## config.mk

```make
export PLATFORM = sky130hd
export DESIGN_NAME = anc_data_audio_validator
export DESIGN_NICKNAME = d
export VERILOG_FILES = /design/src/design/anc_audio_pkg.sv /design/src/design/anc_data_audio_validator.sv
export SDC_FILE = /design/constraint.sdc
export NUM_CORES = 1
export LEC_CHECK = 0
export BUFFER_PORTS_ARGS = -buffer_cell sky130_fd_sc_hd__buf_2
export CORE_ASPECT_RATIO = 1.5
export CORE_MARGIN = 2
export CORE_UTILIZATION = 45
export DETAILED_ROUTE_END_ITERATION = 10
export GPL_ROUTABILITY_DRIVEN = 0
export PLACE_DENSITY_LB_ADDON = 0.15
export SLEW_MARGIN = 30
export SYNTH_ARGS = -nofsm -noshare
export SYNTH_HDL_FRONTEND = slang
export SYNTH_SLANG_ARGS = --single-unit
```

## constraint.sdc

```tcl
create_clock -name mclk -period 6.4 [get_ports mclk]
set_input_delay 0.64 -clock mclk [delete_from_list [all_inputs] [get_ports mclk]]
set_output_delay 0.64 -clock mclk [all_outputs]
set_load 0.02 [all_outputs]
```

## src/design/anc_audio_pkg.sv

```systemverilog
// shared types and constants of the ancillary data and embedded audio validator
package anc_audio_pkg;

    // error type indices, one sticky flag and one counter each
    localparam int ERR_HDR_FLAG    = 0;
    localparam int ERR_HDR_SAFETY  = 1;
    localparam int ERR_HDR_PARITY  = 2;
    localparam int ERR_BLOCK_ORDER = 3;
    localparam int ERR_DATA_WORD   = 4;
    localparam int ERR_CHECKSUM    = 5;
    localparam int ERR_CS_SAFETY   = 6;
    localparam int ERR_PLACEMENT   = 7;
    localparam int ERR_AUD_BROKEN  = 8;
    localparam int ERR_AUD_MISSING = 9;
    localparam int ERR_AUD_SPF     = 10;
    localparam int ERR_AUD_CADENCE = 11;
    localparam int ERR_AUD_PAIRING = 12;
    localparam int ERR_AUD_VALID   = 13;
    localparam int NUM_ERR         = 14;

    // word value classes
    localparam logic [9:0] WORD_ZERO      = 10'h000;
    localparam logic [9:0] WORD_ONES      = 10'h3ff;
    localparam logic [9:0] RELAX_ZERO_MAX = 10'h003;
    localparam logic [9:0] RELAX_ONES_MIN = 10'h3fc;

    // packet fields
    localparam logic [7:0] EDH_DID        = 8'hf4;
    localparam logic [7:0] AUDIO_DID_DEF  = 8'hff;
    localparam int         DID_TYPE1_BIT  = 7;
    localparam logic [7:0] DBN_MAX        = 8'hff;

    // audio sample word layout
    localparam int AUD_Z_BIT  = 0;
    localparam int AUD_CH_LSB = 1;
    localparam int AUD_V_BIT  = 5;

    // audio structure figures
    localparam logic [7:0]  BLOCK_LEN    = 8'hc0;
    localparam logic [11:0] SPF_525_LOW  = 12'h641;
    localparam logic [11:0] SPF_525_HIGH = 12'h642;
    localparam logic [11:0] SPF_625      = 12'h780;
    localparam logic [4:0]  CADENCE_SEQ  = 5'h15;

    localparam int FIFO_DEPTH = 8;
    localparam int CNT_WIDTH  = 16;

    // one word of the deserialised stream with its timing marks
    typedef struct packed {
        logic [9:0] data;        // 10-bit video word
        logic       eavEnd;      // last word of an end-of-active-video mark
        logic       frameStart;  // first word of a new frame
        logic       vanc;        // word lies in the active vertical interval
    } videoWord_t;

    typedef enum logic [2:0] {
        P_IDLE = 3'b000,
        P_PRE1 = 3'b001,
        P_PRE2 = 3'b010,
        P_DID  = 3'b011,
        P_SDID = 3'b100,
        P_DC   = 3'b101,
        P_UDW  = 3'b110,
        P_CS   = 3'b111
    } parseState_t;

endpackage

```

## src/design/anc_data_audio_validator.sv

```systemverilog
// word fifo and the ancillary data / embedded audio validator top
// Functional notes
// - preamble 000 3ff 3ff, relaxed near values accepted
// - strict mode flags inexact preamble words
// - header and checksum bit 9 inverts bit 8
// - header words carry even parity over bits 8..0
// - block numbers follow 0/1, 255/0/1, N+1/0 order
// - relaxed: payload 000-003 or 3fc-3ff is illegal
// - strict: payload exactly 000 or 3ff is illegal
// - nine-bit sum from DID must equal checksum
// - horizontal packets follow EAV or prior packet
// - Z-bit starts must be 192 samples apart
// - channel without any Z-bit is flagged missing
// - samples per frame 1601/1602 or 1920
// - 525 cadence 1602,1601,1602,1601,1602 checked
// - channels 1-2 and 3-4 adjacent, odd first
// - audio validity bit set is an error
// - clear zeroes counters and restarts halted monitor
`timescale 1ns/10ps

module word_fifo #(
    parameter int WIDTH = 13,
    parameter int DEPTH = 8
) (
    input  wire logic             mclk,      // word clock
    input  wire logic             rst_b,     // synchronous reset, active low
    input  wire logic             inValid,   // writer offers a word
    input  wire logic [WIDTH-1:0] inData,    // offered word
    output logic                  inReady,   // fifo can take a word
    output logic                  outValid,  // fifo holds a word
    output logic      [WIDTH-1:0] outData,   // oldest word
    input  wire logic             outReady   // reader takes the oldest word
);
    localparam int AW = $clog2(DEPTH);

    typedef struct packed {
        logic [DEPTH-1:0][WIDTH-1:0] mem;
        logic [AW-1:0]               wr;
        logic [AW-1:0]               rd;
        logic [AW:0]                 count;
        logic                        ready;
    } fifoState_t;

    fifoState_t s_reg;
    fifoState_t s_next;
    logic       push;
    logic       pop;

    assign inReady  = s_reg.ready;
    assign outValid = (s_reg.count != '0);
    assign outData  = s_reg.mem[s_reg.rd];

    always_comb begin
        s_next = s_reg;
        push   = inValid && s_reg.ready;
        pop    = outValid && outReady;
        if (push) begin
            s_next.mem[s_reg.wr] = inData;
            s_next.wr = (s_reg.wr == AW'(DEPTH - 1)) ? '0 : AW'(s_reg.wr + 1'b1);
        end
        if (pop) begin
            s_next.rd = (s_reg.rd == AW'(DEPTH - 1)) ? '0 : AW'(s_reg.rd + 1'b1);
        end
        if (push && !pop) begin
            s_next.count = (AW + 1)'(s_reg.count + 1'b1);
        end else if (pop && !push) begin
            s_next.count = (AW + 1)'(s_reg.count - 1'b1);
        end
        // ready is registered so the writer sees a flop
        s_next.ready = (s_next.count != (AW + 1)'(DEPTH));
    end

    always_ff @(posedge mclk) begin
        if (!rst_b) begin
            s_reg <= '0;
        end else begin
            s_reg <= s_next;
        end
    end
endmodule

module anc_data_audio_validator #(
    parameter logic [7:0] AUDIO_DID = anc_audio_pkg::AUDIO_DID_DEF,
    parameter int         CNT_W     = anc_audio_pkg::CNT_WIDTH,
    parameter int         DEPTH     = anc_audio_pkg::FIFO_DEPTH
) (
    input  wire logic                                   mclk,        // word clock
    input  wire logic                                   rst_b,       // sync reset, active low
    input  wire logic                                   wordValid,   // stream word present
    input  wire anc_audio_pkg::videoWord_t              wordIn,      // stream word and marks
    output logic                                        inReady,     // stream word accepted
    input  wire logic                                   strictMode,  // 1 strict, 0 relaxed
    input  wire logic                                   line625,     // 1 625-line, 0 525-line
    input  wire logic                                   haltOnError, // stop on any error
    input  wire logic                                   clearCmd,    // clear counters, restart
    output logic [anc_audio_pkg::NUM_ERR-1:0]           errFlags,    // sticky error flags
    output logic [anc_audio_pkg::NUM_ERR-1:0][CNT_W-1:0] errCounts,  // saturating counters
    output logic                                        halted       // monitoring stopped
);
    localparam int NE = anc_audio_pkg::NUM_ERR;

    typedef struct packed {
        anc_audio_pkg::parseState_t state;
        logic                       inexact;
        logic                       misplaced;
        logic                       atStart;
        logic [7:0]                 did;
        logic [8:0]                 sum;
        logic [7:0]                 left;
        logic [1:0]                 sub;
        logic                       dbnValid;
        logic [7:0]                 dbnDid;
        logic [7:0]                 dbn;
        logic [3:0][7:0]            blkCnt;
        logic [3:0]                 zSeen;
        logic [3:0]                 zFrame;
        logic [3:0]                 chSeen;
        logic                       pairOpen;
        logic [1:0]                 pairExpect;
        logic [11:0]                frameCnt;
        logic                       frameLive;
        logic [4:0]                 hist;
        logic [4:0]                 histOk;
        logic [NE-1:0]              flags;
        logic [NE-1:0][CNT_W-1:0]   cnts;
        logic                       halted;
    } valState_t;

    valState_t                 s_reg;
    valState_t                 s_next;
    logic                      fifoValid;
    logic [$bits(anc_audio_pkg::videoWord_t)-1:0] fifoData;
    anc_audio_pkg::videoWord_t fw;
    logic                      take;
    logic [9:0]                w;
    logic                      zeroRelax;
    logic                      onesRelax;
    logic                      zeroExact;
    logic                      onesExact;
    logic [1:0]                ch;
    logic [NE-1:0]             errEvent;

    word_fifo #(
        .WIDTH ($bits(anc_audio_pkg::videoWord_t)),
        .DEPTH (DEPTH)
    ) u_fifo (
        .mclk     (mclk),
        .rst_b    (rst_b),
        .inValid  (wordValid),
        .inData   (wordIn),
        .inReady  (inReady),
        .outValid (fifoValid),
        .outData  (fifoData),
        .outReady (!s_reg.halted)
    );

    assign fw        = fifoData;
    assign errFlags  = s_reg.flags;
    assign errCounts = s_reg.cnts;
    assign halted    = s_reg.halted;

    // true when five per-frame bits are a rotation of the 525 cadence
    function automatic logic cadenceOk(input logic [4:0] h);
        logic       ok;
        logic [4:0] rot;
        ok  = 1'b0;
        rot = anc_audio_pkg::CADENCE_SEQ;
        for (int i = 0; i < 5; i++) begin
            if (h == rot) begin
                ok = 1'b1;
            end
            rot = {rot[3:0], rot[4]};
        end
        return ok;
    endfunction

    always_comb begin
        s_next    = s_reg;
        errEvent  = '0;
        take      = fifoValid && !s_reg.halted;
        w         = fw.data;
        zeroRelax = (w <= anc_audio_pkg::RELAX_ZERO_MAX);
        onesRelax = (w >= anc_audio_pkg::RELAX_ONES_MIN);
        zeroExact = (w == anc_audio_pkg::WORD_ZERO);
        onesExact = (w == anc_audio_pkg::WORD_ONES);
        ch        = w[anc_audio_pkg::AUD_CH_LSB +: 2];

        if (take && fw.frameStart) begin
            if (s_reg.frameLive) begin
                if (line625) begin
                    errEvent[anc_audio_pkg::ERR_AUD_SPF] =
                        (s_reg.frameCnt != anc_audio_pkg::SPF_625);
                end else begin
                    errEvent[anc_audio_pkg::ERR_AUD_SPF] =
                        (s_reg.frameCnt != anc_audio_pkg::SPF_525_LOW) &&
                        (s_reg.frameCnt != anc_audio_pkg::SPF_525_HIGH);
                    s_next.hist   = {s_reg.hist[3:0],
                                     s_reg.frameCnt == anc_audio_pkg::SPF_525_HIGH};
                    s_next.histOk = {s_reg.histOk[3:0], !errEvent[anc_audio_pkg::ERR_AUD_SPF]};
                    errEvent[anc_audio_pkg::ERR_AUD_CADENCE] =
                        (&s_next.histOk) && !cadenceOk(s_next.hist);
                end
                errEvent[anc_audio_pkg::ERR_AUD_MISSING] =
                    |(s_reg.chSeen & ~s_reg.zFrame);
            end
            s_next.frameLive = 1'b1;
            s_next.frameCnt  = '0;
            s_next.zFrame    = '0;
            s_next.chSeen    = '0;
        end

        if (take) begin
            case (s_reg.state)
                anc_audio_pkg::P_IDLE: begin
                    if (zeroRelax) begin
                        s_next.state     = anc_audio_pkg::P_PRE1;
                        s_next.inexact   = !zeroExact;
                        s_next.misplaced = !s_reg.atStart && !fw.vanc;
                    end
                end
                anc_audio_pkg::P_PRE1: begin
                    if (onesRelax) begin
                        s_next.state   = anc_audio_pkg::P_PRE2;
                        s_next.inexact = s_reg.inexact || !onesExact;
                    end else if (zeroRelax) begin
                        s_next.inexact   = !zeroExact;
                        s_next.misplaced = !fw.vanc;
                    end else begin
                        s_next.state = anc_audio_pkg::P_IDLE;
                    end
                end
                anc_audio_pkg::P_PRE2: begin
                    if (onesRelax) begin
                        s_next.state = anc_audio_pkg::P_DID;
                        errEvent[anc_audio_pkg::ERR_HDR_FLAG] =
                            strictMode && (s_reg.inexact || !onesExact);
                    end else if (zeroRelax) begin
                        s_next.state     = anc_audio_pkg::P_PRE1;
                        s_next.inexact   = !zeroExact;
                        s_next.misplaced = !fw.vanc;
                    end else begin
                        s_next.state = anc_audio_pkg::P_IDLE;
                    end
                end
                anc_audio_pkg::P_DID, anc_audio_pkg::P_SDID, anc_audio_pkg::P_DC: begin
                    errEvent[anc_audio_pkg::ERR_HDR_SAFETY] = (w[9] == w[8]);
                    errEvent[anc_audio_pkg::ERR_HDR_PARITY] = ^w[8:0];
                    s_next.sum = s_reg.sum + w[8:0];
                    if (s_reg.state == anc_audio_pkg::P_DID) begin
                        s_next.state = anc_audio_pkg::P_SDID;
                        s_next.did   = w[7:0];
                        s_next.sum   = w[8:0];
                        errEvent[anc_audio_pkg::ERR_PLACEMENT] =
                            s_reg.misplaced && (w[7:0] != anc_audio_pkg::EDH_DID);
                    end else if (s_reg.state == anc_audio_pkg::P_SDID) begin
                        s_next.state = anc_audio_pkg::P_DC;
                        if (s_reg.did[anc_audio_pkg::DID_TYPE1_BIT]) begin
                            if (s_reg.dbnValid && s_reg.dbnDid == s_reg.did) begin
                                if (s_reg.dbn == '0 || s_reg.dbn == anc_audio_pkg::DBN_MAX) begin
                                    errEvent[anc_audio_pkg::ERR_BLOCK_ORDER] =
                                        (w[7:0] > 8'h01);
                                end else begin
                                    errEvent[anc_audio_pkg::ERR_BLOCK_ORDER] =
                                        (w[7:0] != 8'(s_reg.dbn + 1'b1)) &&
                                        (w[7:0] != 8'h00);
                                end
                            end
                            s_next.dbnValid = 1'b1;
                            s_next.dbnDid   = s_reg.did;
                            s_next.dbn      = w[7:0];
                        end
                    end else begin
                        s_next.left  = w[7:0];
                        s_next.sub   = '0;
                        s_next.state = (w[7:0] == 8'h00) ? anc_audio_pkg::P_CS
                                                         : anc_audio_pkg::P_UDW;
                    end
                end
                anc_audio_pkg::P_UDW: begin
                    s_next.sum = s_reg.sum + w[8:0];
                    if (strictMode) begin
                        errEvent[anc_audio_pkg::ERR_DATA_WORD] = zeroExact || onesExact;
                    end else begin
                        errEvent[anc_audio_pkg::ERR_DATA_WORD] = zeroRelax || onesRelax;
                    end
                    s_next.left = 8'(s_reg.left - 1'b1);
                    if (s_reg.left == 8'h01) begin
                        s_next.state = anc_audio_pkg::P_CS;
                    end
                    if (s_reg.did == AUDIO_DID) begin
                        s_next.sub = (s_reg.sub == 2'h2) ? 2'h0 : 2'(s_reg.sub + 1'b1);
                        if (s_reg.sub == 2'h2) begin
                            errEvent[anc_audio_pkg::ERR_AUD_VALID] =
                                w[anc_audio_pkg::AUD_V_BIT];
                        end
                        if (s_reg.sub == 2'h0) begin
                            for (int c = 0; c < 4; c++) begin
                                if (ch == 2'(c)) begin
                                    s_next.chSeen[c] = 1'b1;
                                    if (w[anc_audio_pkg::AUD_Z_BIT]) begin
                                        if (s_reg.zSeen[c] &&
                                            s_reg.blkCnt[c] != anc_audio_pkg::BLOCK_LEN) begin
                                            errEvent[anc_audio_pkg::ERR_AUD_BROKEN] = 1'b1;
                                        end
                                        s_next.blkCnt[c] = 8'h01;
                                        s_next.zSeen[c]  = 1'b1;
                                        s_next.zFrame[c] = 1'b1;
                                    end else if (s_reg.blkCnt[c] != 8'hff) begin
                                        s_next.blkCnt[c] = 8'(s_reg.blkCnt[c] + 1'b1);
                                    end
                                end
                            end
                            if (ch == 2'h0 && s_next.frameCnt != 12'hfff) begin
                                s_next.frameCnt = 12'(s_next.frameCnt + 1'b1);
                            end
                            if (s_reg.pairOpen) begin
                                errEvent[anc_audio_pkg::ERR_AUD_PAIRING] =
                                    (ch != s_reg.pairExpect);
                                s_next.pairOpen = 1'b0;
                            end else if (ch[0]) begin
                                errEvent[anc_audio_pkg::ERR_AUD_PAIRING] = 1'b1;
                            end else begin
                                s_next.pairOpen   = 1'b1;
                                s_next.pairExpect = {ch[1], 1'b1};
                            end
                        end
                    end
                end
                anc_audio_pkg::P_CS: begin
                    errEvent[anc_audio_pkg::ERR_CS_SAFETY] = (w[9] == w[8]);
                    errEvent[anc_audio_pkg::ERR_CHECKSUM]  = (w[8:0] != s_reg.sum);
                    s_next.state = anc_audio_pkg::P_IDLE;
                end
                default: begin
                    s_next.state = anc_audio_pkg::P_IDLE;
                end
            endcase
            // a packet may start right after an EAV or right after a checksum
            s_next.atStart = fw.eavEnd || (s_reg.state == anc_audio_pkg::P_CS);
        end

        // an event in the clearing cycle survives the clear
        for (int i = 0; i < NE; i++) begin
            if (clearCmd) begin
                s_next.flags[i] = errEvent[i];
                s_next.cnts[i]  = errEvent[i] ? CNT_W'(1) : '0;
            end else if (errEvent[i]) begin
                s_next.flags[i] = 1'b1;
                if (s_reg.cnts[i] != '1) begin
                    s_next.cnts[i] = CNT_W'(s_reg.cnts[i] + 1'b1);
                end
            end
        end
        if (haltOnError && (|errEvent)) begin
            s_next.halted = 1'b1;
        end else if (clearCmd) begin
            s_next.halted = 1'b0;
        end
    end

    always_ff @(posedge mclk) begin
        if (!rst_b) begin
            s_reg <= '0;
        end else begin
            s_reg <= s_next;
        end
    end
endmodule

```

## Word-level counts from Yosys, hierarchy flattened

Index checks and enable logic that the tools add are counted.
W data, S select, Z words.

- Add/subtract/negate cells: 27
- $mul: 0
- Div/mod/pow operators: 0
- Order comparisons: 6
- Eq/ne operators: 64
- Shift operators: 0
- Muxes and demuxes: 197
- Bitwise logic cells: 6
- Reductions and logical operators: 114

Operators by type and width:

| operator | number |
|---|---|
| $mux W16 | 42 |
| $add A16 B1 Y16 const B | 14 |
| $ne A16 B16 Y1 const B | 14 |
| $mux W23 | 5 |
| $bwmux W104 | 1 |
| $mux W1 | 100 |
| $mux W8 | 9 |
| $ne A8 B8 Y1 const B | 9 |
| $reduce_bool A2 Y1 | 34 |
| $reduce_and A6 Y1 | 9 |
| $add A8 B1 Y8 const B | 5 |
| $bmux W13 S3 | 1 |
| $demux W13 S3 | 1 |
| $pmux W19 S2 | 1 |
| $ne A12 B11 Y1 const B | 3 |
| $mux W17 | 2 |
| $mux W10 | 3 |
| $reduce_and A2 Y1 | 15 |
| $mux W27 | 1 |
| $mux W3 | 9 |
| $mux W13 | 2 |
| $mux W2 | 11 |
| $reduce_and A5 Y1 | 4 |
| $logic_and A1 B1 Y1 | 19 |
| 56 further kinds | 100 |

- Register bits after elaboration: 474
- Latch bits: 0
- RAM bits: 0
- Bits in read-only memories: 0
- Output and inout port bits: 240
- Word-level logic and storage cells: 482
- Memories: 0

## Depth between registers and ports, before layout

Gate-level depths: netlist of the first run.

- Word-level depth: 21
- Gate-level depth with buffers: 17
- Mapped depth without buffers: 14

## Modules after synthesis

From an unflattened synthesis of the first run, not the netlist that was laid out.

- Cell total of the unflattened synthesis: 2948
- Area, all modules: 24654.9 sq um

By module, submodules not included:

| module | instances | cells an instance | area an instance (sq um) | sequential area each (sq um) |
|---|---|---|---|---|
| anc_data_audio_validator | 1 | 2411 | 19562.5 | 7126.8 |
| word_fifo | 1 | 537 | 5092.4 | 2302.2 |

## Least setup slack after synthesis of the first run

Ideal clock, no wire load.

- Path type: register -> register
- From: register u_fifo.s_reg[7] (netlist bit)
- To: register s_reg, in the netlist errCounts[73]
- Arrival: 3.987 ns
- Data required time: 6.272 ns
- Path slack: 2.285 ns
- Stages on the path, launching flop included: 17
- Path buffers: 5
- Period minus slack after synthesis: 4.115 ns
- Cells stage by stage: dfxtp_1 -> buf_4 -> buf_2 -> mux4_2 -> mux2i_1 -> clkbuf_1 -> buf_1 -> ha_1 -> and4_1 -> nand2_1 -> and3_1 -> nor4_1 -> o21a_1 -> clkbuf_1 -> nand3_1 -> xor2_1 -> nor2_1

- Word-level cells in the longest chain between the ends: 9
- Elaborated cells on any way between the ends: 13
- Those cells by class: 2 x order compare; 1 x eq/ne; 5 x mux; 5 x reduce/logical

Ends and longest elaborated chain:

| what | RTL line | text |
|---|---|---|
| start, declared | anc_data_audio_validator.sv:44 | `fifoState_t s_reg;` |
| start signal, assigned | anc_data_audio_validator.sv:77 | `s_reg <= s_next;` |
| $bmux W13 S3 (*) | anc_data_audio_validator.sv:51 | `assign outData = s_reg.mem[s_reg.rd];` |
| $mux W13 (not written as such) (*) | anc_data_audio_validator.sv:51 |  |
| $le A10 B2 Y1 (tied with other cells) | anc_data_audio_validator.sv:182 | `zeroRelax = (w <= anc_audio_pkg::RELAX_ZERO_MAX);` |
| $logic_or A1 B1 Y1 (on tied branches) | anc_data_audio_validator.sv:284, anc_data_audio_validator.sv:282 |  |
| $mux W1 (*) | anc_data_audio_validator.sv:281 | `if (strictMode) begin` |
| $mux W1 (*) | anc_data_audio_validator.sv:213 | `case (s_reg.state)` |
| $mux W9 (*) | anc_data_audio_validator.sv:212 | `if (take) begin` |
| $reduce_bool A2 Y1 (no line) (*) | -- |  |
| $reduce_and A2 Y1 (no line) (*) | -- |  |
| end signal, assigned | anc_data_audio_validator.sv:365 | `s_reg <= s_next;` |
| end, declared | anc_data_audio_validator.sv:129 | `valState_t s_reg;` |

Every way passes the cells marked *; elsewhere a longest branch is shown, timed or not. The select of a mux whose other input is x is not followed.
A chain may end at the register's enable or synchronous reset.

## Worst setup path in the final report of the first run

- From: register u_fifo.s_reg[6] (netlist bit)
- To: register s_reg, in the netlist errCounts[37]

- Word-level cells in the longest chain between the ends: 7

Ends and longest elaborated chain:

| what | RTL line | text |
|---|---|---|
| $bmux W13 S3 | anc_data_audio_validator.sv:51 |  |
| $mux W13 (not written as such) | anc_data_audio_validator.sv:51 |  |
| $reduce_xor A9 Y1 | anc_data_audio_validator.sv:247 | `errEvent[anc_audio_pkg::ERR_HDR_PARITY] = ^w[8:0];` |
| $mux W3 | anc_data_audio_validator.sv:213 |  |
| $mux W9 | anc_data_audio_validator.sv:212 |  |
| $reduce_bool A2 Y1 (no line) | -- |  |
| $reduce_and A2 Y1 (no line) | -- |  |

Every way passes these cells. The select of a mux whose other input is x is not followed.

==> results of run 1 <==
-- cell families after synthesis --
kind of cell	synth area share, %
AOI/OAI and AO/OA	10.1
muxes	5.49
and+or+nand+nor	24.1
buffers and inverters	10.7
xor gates and xnor gates	7.80
adders and majority gates	2.97
DFF	38.9
-- area by class of cell --
type / instances / area share [%]
repair buffers: 286 / 5.88
multi-input cells: 2004 / 47.6
clock inverters: 16 / 0.816
clock buffers: 63 / 5.00
flip-flops and latches: 471 / 36.4
inverters: 69 / 1.02
well taps: 689 / 3.33
-- power by group through the flow --
stage          logic [mW]  registers, mW  clock network (mW)
3_5_place_dp        0.907           3.11                   0
2_1_floorplan       0.699           3.07                   0
6_report            0.911           3.05                2.78
4_1_cts             0.912           3.05                2.85
3_3_place_gp        0.895           3.11                   0
5_1_grt             0.997           3.05                2.95
-- worst max-delay path, delay by kind of cell (launching register included) --
kind                     cells  cell delay, ns
AND/OR/NAND/NOR              2            0.83
XOR/XNOR                     3            0.79
multiplexers                 2            0.92
buffers and inverters        1            0.42
adder cells (fa/ha/maj)      1            0.32
AO/OA/AOI/OAI                2            0.41
flip-flops                   1            0.83
-- cells in the mapped netlist (14+ instances only) --
master | number | area share, %
dfxtp_1 | 471 | 39
nor2_1 | 369 | 5.7
nand2_1 | 361 | 5.6
buf_4 | 240 | 7.4
a21oi_1 | 226 | 4.7
clkbuf_1 | 113 | 1.7
nand3_1 | 113 | 2.3
xor2_1 | 110 | 4.0
xnor2_1 | 106 | 3.8
o21ai_0 | 82 | 1.7
nand4_1 | 69 | 1.8
inv_1 | 66 | 1.0
mux2i_1 | 57 | 2.4
or3_1 | 57 | 1.5
ha_1 | 56 | 2.9
nor3_1 | 56 | 1.2
and3_1 | 44 | 1.1
nor4_1 | 28 | 0.72
mux4_2 | 26 | 2.4
and4_1 | 23 | 0.83
a211oi_1 | 21 | 0.65
nor2b_1 | 19 | 0.49
and2_1 | 18 | 0.46
nand2b_1 | 14 | 0.36
-- metal layers --
layer / track usage, % / vias up / part of all wire [%]
met4: 8.34 / 0 / 3.5
met5: 0 / - / 0
li1: - / 9657 / -
met3: 2.45 / 120 / 4.0
met2: 39.8 / 424 / 51
met1: 25.4 / 9296 / 41
-- final timing paths --
| kind | to |
|---|---|
| min | u_fifo.s_reg[62] |
| min reg2reg | s_reg[273] |
| max reg2reg | errCounts[37] |
| max | errCounts[37] |
-- layout by cell type, fill, tap and decap left out, types with 56 or more instances in the layout --
cell type / count
buf_2: 259
xnor2_1: 106
nand4_1: 69
ha_1: 56
nor2_1: 369
dfxtp_1: 471
or3_1: 57
nand3_1: 113
inv_1: 65
xor2_1: 110
mux2i_1: 56
o21ai_0: 82
a21oi_1: 226
nand2_1: 360
==> flow_metrics.env, run 1 <==
export IMPL_post_route_util_pct=48.4
export IMPL_critPathMaxFanout=16
export IMPL_grt_max_degree=188
export IMPL_rows=104
export IMPL_clkSlewWorstSetupHoldPaths_ns=0.06
export IMPL_post_route_drc_count=0
export IMPL_synth_edf_count=0
export IMPL_fin_setup_tns_ns=0
export IMPL_hold_viol=0
export IMPL_die_area_um2=55800
export IMPL_power_frac_comb_pct=13.5
export IMPL_areaGrowthSynthToFinish_pct=6.80
export IMPL_holdPathStages=3
export IMPL_worstSetupStartpointType="flip-flop"
export IMPL_drive_gt1_share_pct=15.0
export IMPL_synth_fp_nets=2991
export IMPL_nets=2955
export IMPL_synth_seq_cells=471
export IMPL_skew_ns=0.0341
export IMPL_fmaxAchievable_mhz=217
export IMPL_antenna_cells=0
export IMPL_initial_core_util_pct=45.3
export IMPL_port_buffers=259
export IMPL_postLayoutSetupSlackWorst_ns=1.79
export IMPL_synthesis_instances=2914
export IMPL_place_ws_ns=1.74
export IMPL_netlist_cell_type_count=82
export IMPL_internal_power_mw=4.92
export IMPL_r2r_cells=11
export IMPL_min_path_type="in2reg"
export IMPL_fp_coreArea_um2=53500
export IMPL_drt_iter0_markers=1078
export IMPL_vdd_drop_max_mv=0.258
export IMPL_p_per_area_nw_per_um2=260
export IMPL_final_cells=3598
export IMPL_p_leak_nw=9.68
export IMPL_timing_rr_start="u_fifo.s_reg[6]"
export IMPL_ys_seq_area_share_pct=38.9
export IMPL_fin_hold_ws_ns=0.381
export IMPL_synth_ff_type="dfxtp_1"
export IMPL_avgViaCountPerCell=5.42
export IMPL_sw_frac_of_total_pct=26.9
export IMPL_setup_viol=0
export IMPL_final_cell_area_um2=25900
export IMPL_seqPwrFrac_pct=45.3
export IMPL_rsz0062_at_grt="false"
export IMPL_critical_path_startpoint="u_fifo.s_reg[6]"
export IMPL_netlist_area_um2=24300
export IMPL_end_kind="flip-flop"
export IMPL_status="finished clean"
export IMPL_post_cts_setup_buffers=0
export IMPL_worstMarginPinSlew_ns=1.00
export IMPL_ff_latch_area_um2=9430
export IMPL_holdBufCountCts=0
export IMPL_pwr_share_clk_pct=41.2
export IMPL_cts_tree="built"
export IMPL_cp_arrival_ns=5.09
export IMPL_detailed_place_hpwl_um=44400
export IMPL_grt_pass1_vias=18400
export IMPL_die_h_um=288
export IMPL_p_sw_mw=1.81
export IMPL_async_flop_share_pct=0
export IMPL_htreeDepth=2
export IMPL_fin_crit_sh_pct=72.1
export IMPL_cts_resized=0
export IMPL_total_power_mw=6.74
export IMPL_ctsRootBufferMaster="clkbuf_16"
export IMPL_slew_limit_headroom_pct=33.2
export IMPL_via_count=19500
export IMPL_finalCriticalPeriod_ns=4.61
export IMPL_grt_overflow=0
export IMPL_die_w_um=194
export IMPL_grt_pass1_wl_um=98900
export IMPL_crit_type="reg2reg"
export IMPL_cts_sinks=471
export IMPL_max_cap_violations=0
export IMPL_largest_reg_flops=224
export IMPL_slew_viol_final=0
export IMPL_ys_warn_count=0
export IMPL_wl_per_cell_um=17.5
export IMPL_crit_chain="buf_4 -> mux4_2 -> mux2i_4 -> ha_1 -> xnor2_1 -> xnor2_1 -> xnor2_1 -> a31oi_1 -> nand4b_1 -> or3_1 -> a21oi_1"
export IMPL_rrSetupSlack_ns=1.79
export IMPL_crit_top_cell="xnor2_1"
export IMPL_slowest_stage="dfxtp_1"
export IMPL_place_area_um2=24400
export IMPL_cts_path_max_buffers=3
export IMPL_cts_made_buffers=46
export IMPL_drtPass1Iterations=5
export IMPL_fill_cells=5115
export IMPL_antenna_left=0
export IMPL_io_pins=260
export IMPL_grtUsageTotal_pct=21.5
export IMPL_clock_latency_ns=0.57
export IMPL_slowest_delay_ns=0.83
export IMPL_hold_start="wordIn[12]"
export IMPL_placed_cells=3518
export IMPL_grt_antenna_before_repair=2
export IMPL_cp_required_ns=6.88
export IMPL_drt_wl_total_um=62900
export IMPL_avgSynthCellArea_um2=8.32
export IMPL_multi_input_area_um2=12300
No activity file was read; power rests on OpenSTA's default activity.
==> run 2: changes to the inputs <==
--- a/config.mk
+++ b/config.mk
@@ -5,6 +5,7 @@
 export SDC_FILE = /design/constraint.sdc
 export NUM_CORES = 1
 export LEC_CHECK = 0
+export ABC_AREA = 1
 export BUFFER_PORTS_ARGS = -buffer_cell sky130_fd_sc_hd__buf_2
 export CORE_ASPECT_RATIO = 1.5
 export CORE_MARGIN = 2
==> constraint.sdc (replaced) <==
create_clock -name mclk -period 4.13 [get_ports mclk]
set_input_delay 0.413 -clock mclk [delete_from_list [all_inputs] [get_ports mclk]]
set_output_delay 0.413 -clock mclk [all_outputs]
set_load 0.02 [all_outputs]
==> flow_metrics.env, run 2 <==
export IMPL_status="finished clean"
export IMPL_synthesis_instances=3821
export IMPL_htreeDepth=2
export IMPL_crit_type="reg2reg"
export IMPL_synth_fp_nets=3898
export IMPL_grt_antenna_before_repair=2
export IMPL_holdBufCountCts=0
export IMPL_grtUsageTotal_pct=23.6
export IMPL_final_cell_mix="687 x nand2_1, 484 x nor2_1, 470 x dfxtp_1"
export IMPL_drive_gt1_share_pct=12.3
export IMPL_seqPwrFrac_pct=36.5
export IMPL_hold_start="wordIn[10]"
export IMPL_io_pins=260
export IMPL_ys_warn_count=0
export IMPL_clkSlewWorstSetupHoldPaths_ns=0.06
export IMPL_sw_frac_of_total_pct=34.1
export IMPL_antenna_left=0
export IMPL_busiest_layer="met2"
export IMPL_worstMarginPinSlew_ns=0.938
export IMPL_whs_endpoint="u_fifo.s_reg[73]"
export IMPL_die_h_um=300
export IMPL_r2r_cells=18
export IMPL_avgViaCountPerCell=5.18
export IMPL_synth_edf_count=0
export IMPL_skew_ns=0.0224
export IMPL_nets=3866
export IMPL_crit_chain="inv_1 -> o21ai_0 -> o22ai_1 -> inv_1 -> o21ai_0 -> inv_1 -> ha_1 -> inv_1 -> nand3_1 -> nand2_1 -> nand2_1 -> nor2_1 -> nand3_1 -> nor2_1 -> nand3_1 -> clkinv_1 -> a21oi_1 -> a211oi_1"
export IMPL_yosys_cell_count_top_type="nand2_1"
export IMPL_drtPass1Iterations=7
export IMPL_cts_path_max_buffers=3
export IMPL_fin_hold_ws_ns=0.166
export IMPL_port_buffers=259
export IMPL_met1_usage_pct=27.9
export IMPL_finalCriticalPeriod_ns=3.65
export IMPL_post_route_drc_count=0
export IMPL_netlist_area_um2=26300
export IMPL_rr_endpoint="errCounts[109]"
export IMPL_grt_pass1_vias=22200
export IMPL_p_sw_mw=4.58
export IMPL_yosys_top_cells_area="dfxtp_1 36%, nand2_1 9.8%, buf_4 7.0%, nor2_1 6.9%, a21oi_1 6.0%"
export IMPL_drt_iter0_markers=1409
export IMPL_clock_latency_ns=0.59
export IMPL_max_cap_violations=0
export IMPL_cp_arrival_ns=4.15
export IMPL_rsz0062_at_grt="false"
export IMPL_cts_tree="built"
export IMPL_min_path_type="in2reg"
export IMPL_internal_power_mw=8.84
export IMPL_netlist_cell_type_count=66
export IMPL_rrSetupSlack_ns=0.48
export IMPL_crit_top_cell="inv_1"
export IMPL_areaGrowthSynthToFinish_pct=7.15
export IMPL_grt_max_degree=79
export IMPL_avgSynthCellArea_um2=6.88
export IMPL_layout_commonest_cell="nand2_1"
export IMPL_yosys_top_cells_count="687 x nand2_1, 485 x nor2_1, 471 x dfxtp_1, 393 x inv_1, 317 x a21oi_1"
export IMPL_slowest_delay_ns=0.43
export IMPL_grt_use_met3_pct=2.98
export IMPL_critPathMaxFanout=15
export IMPL_p_per_area_nw_per_um2=476
export IMPL_grt_pass1_wl_um=116000
export IMPL_critPathTopFamily="simple AND/OR/NAND/NOR gates"
export IMPL_largest_reg_flops=224
export IMPL_cts_made_buffers=48
export IMPL_fp_coreArea_um2=57800
export IMPL_die_w_um=201
export IMPL_wl_per_cell_um=15.9
export IMPL_cts_resized=0
export IMPL_setup_viol=0
export IMPL_synth_top_area_cell="dfxtp_1"
export IMPL_synth_ff_type="dfxtp_1"
export IMPL_pwr_share_clk_pct=36.6
export IMPL_fin_crit_sh_pct=88.3
export IMPL_synth_top_area_share_pct=35.9
export IMPL_fin_setup_tns_ns=0
export IMPL_slowest_stage="inv_1"
export IMPL_fmaxAchievable_mhz=274
export IMPL_met2_usage_pct=43.3
export IMPL_slew_limit_headroom_pct=37.5
export IMPL_timing_rr_start="u_fifo.s_reg[6]"
export IMPL_worstSetupStartpointType="flip-flop"
export IMPL_hold_viol=0
export IMPL_rows=108
export IMPL_vdd_drop_max_mv=0.384
export IMPL_grt_overflow=0
export IMPL_power_frac_comb_pct=26.9
export IMPL_synth_seq_cells=471
export IMPL_cp_required_ns=4.63
export IMPL_path_buf_inv=5
export IMPL_die_area_um2=60400
export IMPL_end_kind="flip-flop"
export IMPL_async_flop_share_pct=0
export IMPL_drt_wl_total_um=73000
export IMPL_cts_sinks=471
export IMPL_ctsRootBufferMaster="clkbuf_16"
export IMPL_slew_viol_final=0
export IMPL_via_count=23800
export IMPL_initial_core_util_pct=45.5
export IMPL_ys_seq_area_share_pct=35.9
export IMPL_detailed_place_hpwl_um=53700
export IMPL_p_leak_nw=11.5
export IMPL_antenna_cells=0
export IMPL_post_cts_setup_buffers=0
export IMPL_holdPathStages=3
run 2: cell count changes after synthesis, moves of 56 or more:
cell     delta
nor3_1     +56
nand2_1   +326
o21ai_0   +199
mux2i_1    -57
xnor2_1    -87
nand3_1    +95
nor2_1    +116
inv_1     +327
a21oi_1    +91
run 2: per-layer routing:
metal,wire (µm),vias to the layer above
li1,-,12200
met1,30700,10900
met2,36500,580
met3,3170,123
met4,2550,0
met5,0,-
run 2: worst max path at each step:
| stage | end | cells past startpoint | from | slack, ns |
|---|---|---|---|---|
| floorplan | errCounts[11] | 21 | u_fifo.s_reg[5] | 0.91 |
| global placement | errCounts[109] | 18 | u_fifo.s_reg[6] | 0.54 |
| detailed placement | errCounts[109] | 18 | u_fifo.s_reg[6] | 0.47 |
| CTS | errCounts[109] | 18 | u_fifo.s_reg[6] | 0.47 |
| global route | errCounts[71] | 20 | u_fifo.s_reg[6] | 0.13 |
| finish | errCounts[109] | 18 | u_fifo.s_reg[6] | 0.48 |
run 2: power groups by stage:
stage	logic [mW]	registers, mW	clock network (mW)
2_1_floorplan	2.76	4.95	0
3_3_place_gp	3.61	5.00	0
3_5_place_dp	3.62	4.99	0
4_1_cts	3.64	4.89	5.03
5_1_grt	4.07	4.91	5.21
6_report	3.61	4.90	4.91
run 2: cell families (layout without fill, tap and decap cells):
| group | after synthesis | count (layout) | share of synthesized area [%] |
|---|---|---|---|
| xor gates and xnor gates | 107 | 107 | 3.59 |
| DFF | 471 | 471 | 35.9 |
| AOI/OAI and AO/OA | 723 | 723 | 14.9 |
| and+or+nand+nor | 1665 | 1665 | 27.5 |
| adders and majority gates | 57 | 57 | 2.74 |
| buffers and inverters | 798 | 806 | 15.3 |
run 2: cell type report:
cell class | count | area [µm²]
clock inverter | 21 | 354
clock buffer | 69 | 1440
tap | 770 | 963
sequential | 471 | 9430
fill | 5986 | 29700
inverter | 426 | 1610
multi-input combinational | 2552 | 12800
timing repair buffer | 290 | 1540
run 2: worst reg2reg max path: cells and delay by family, from the launching register on:
| kind | cells | cell delay, ns |
|---|---|---|
| AND/OR/NAND/NOR | 7 | 1.13 |
| AO/OA/AOI/OAI | 5 | 0.89 |
| buffers and inverters | 5 | 0.82 |
| flip-flops | 1 | 0.38 |
| adder cells (fa/ha/maj) | 1 | 0.35 |
run 2: metrics by stage:
stage	util (%)	std cells	area, µm²	total power [mW]	setup WS (ns)
after global routing	48.7	4599	28200	14.2	0.126
after CTS	48.7	4599	28200	13.6	0.468
after floorplan	-	3821	26300	7.71	0.911
after detailed placement	45.6	4509	26400	8.62	0.471
final	48.7	4599	28200	13.4	0.485
after global placement	45.6	4509	26400	8.60	0.536
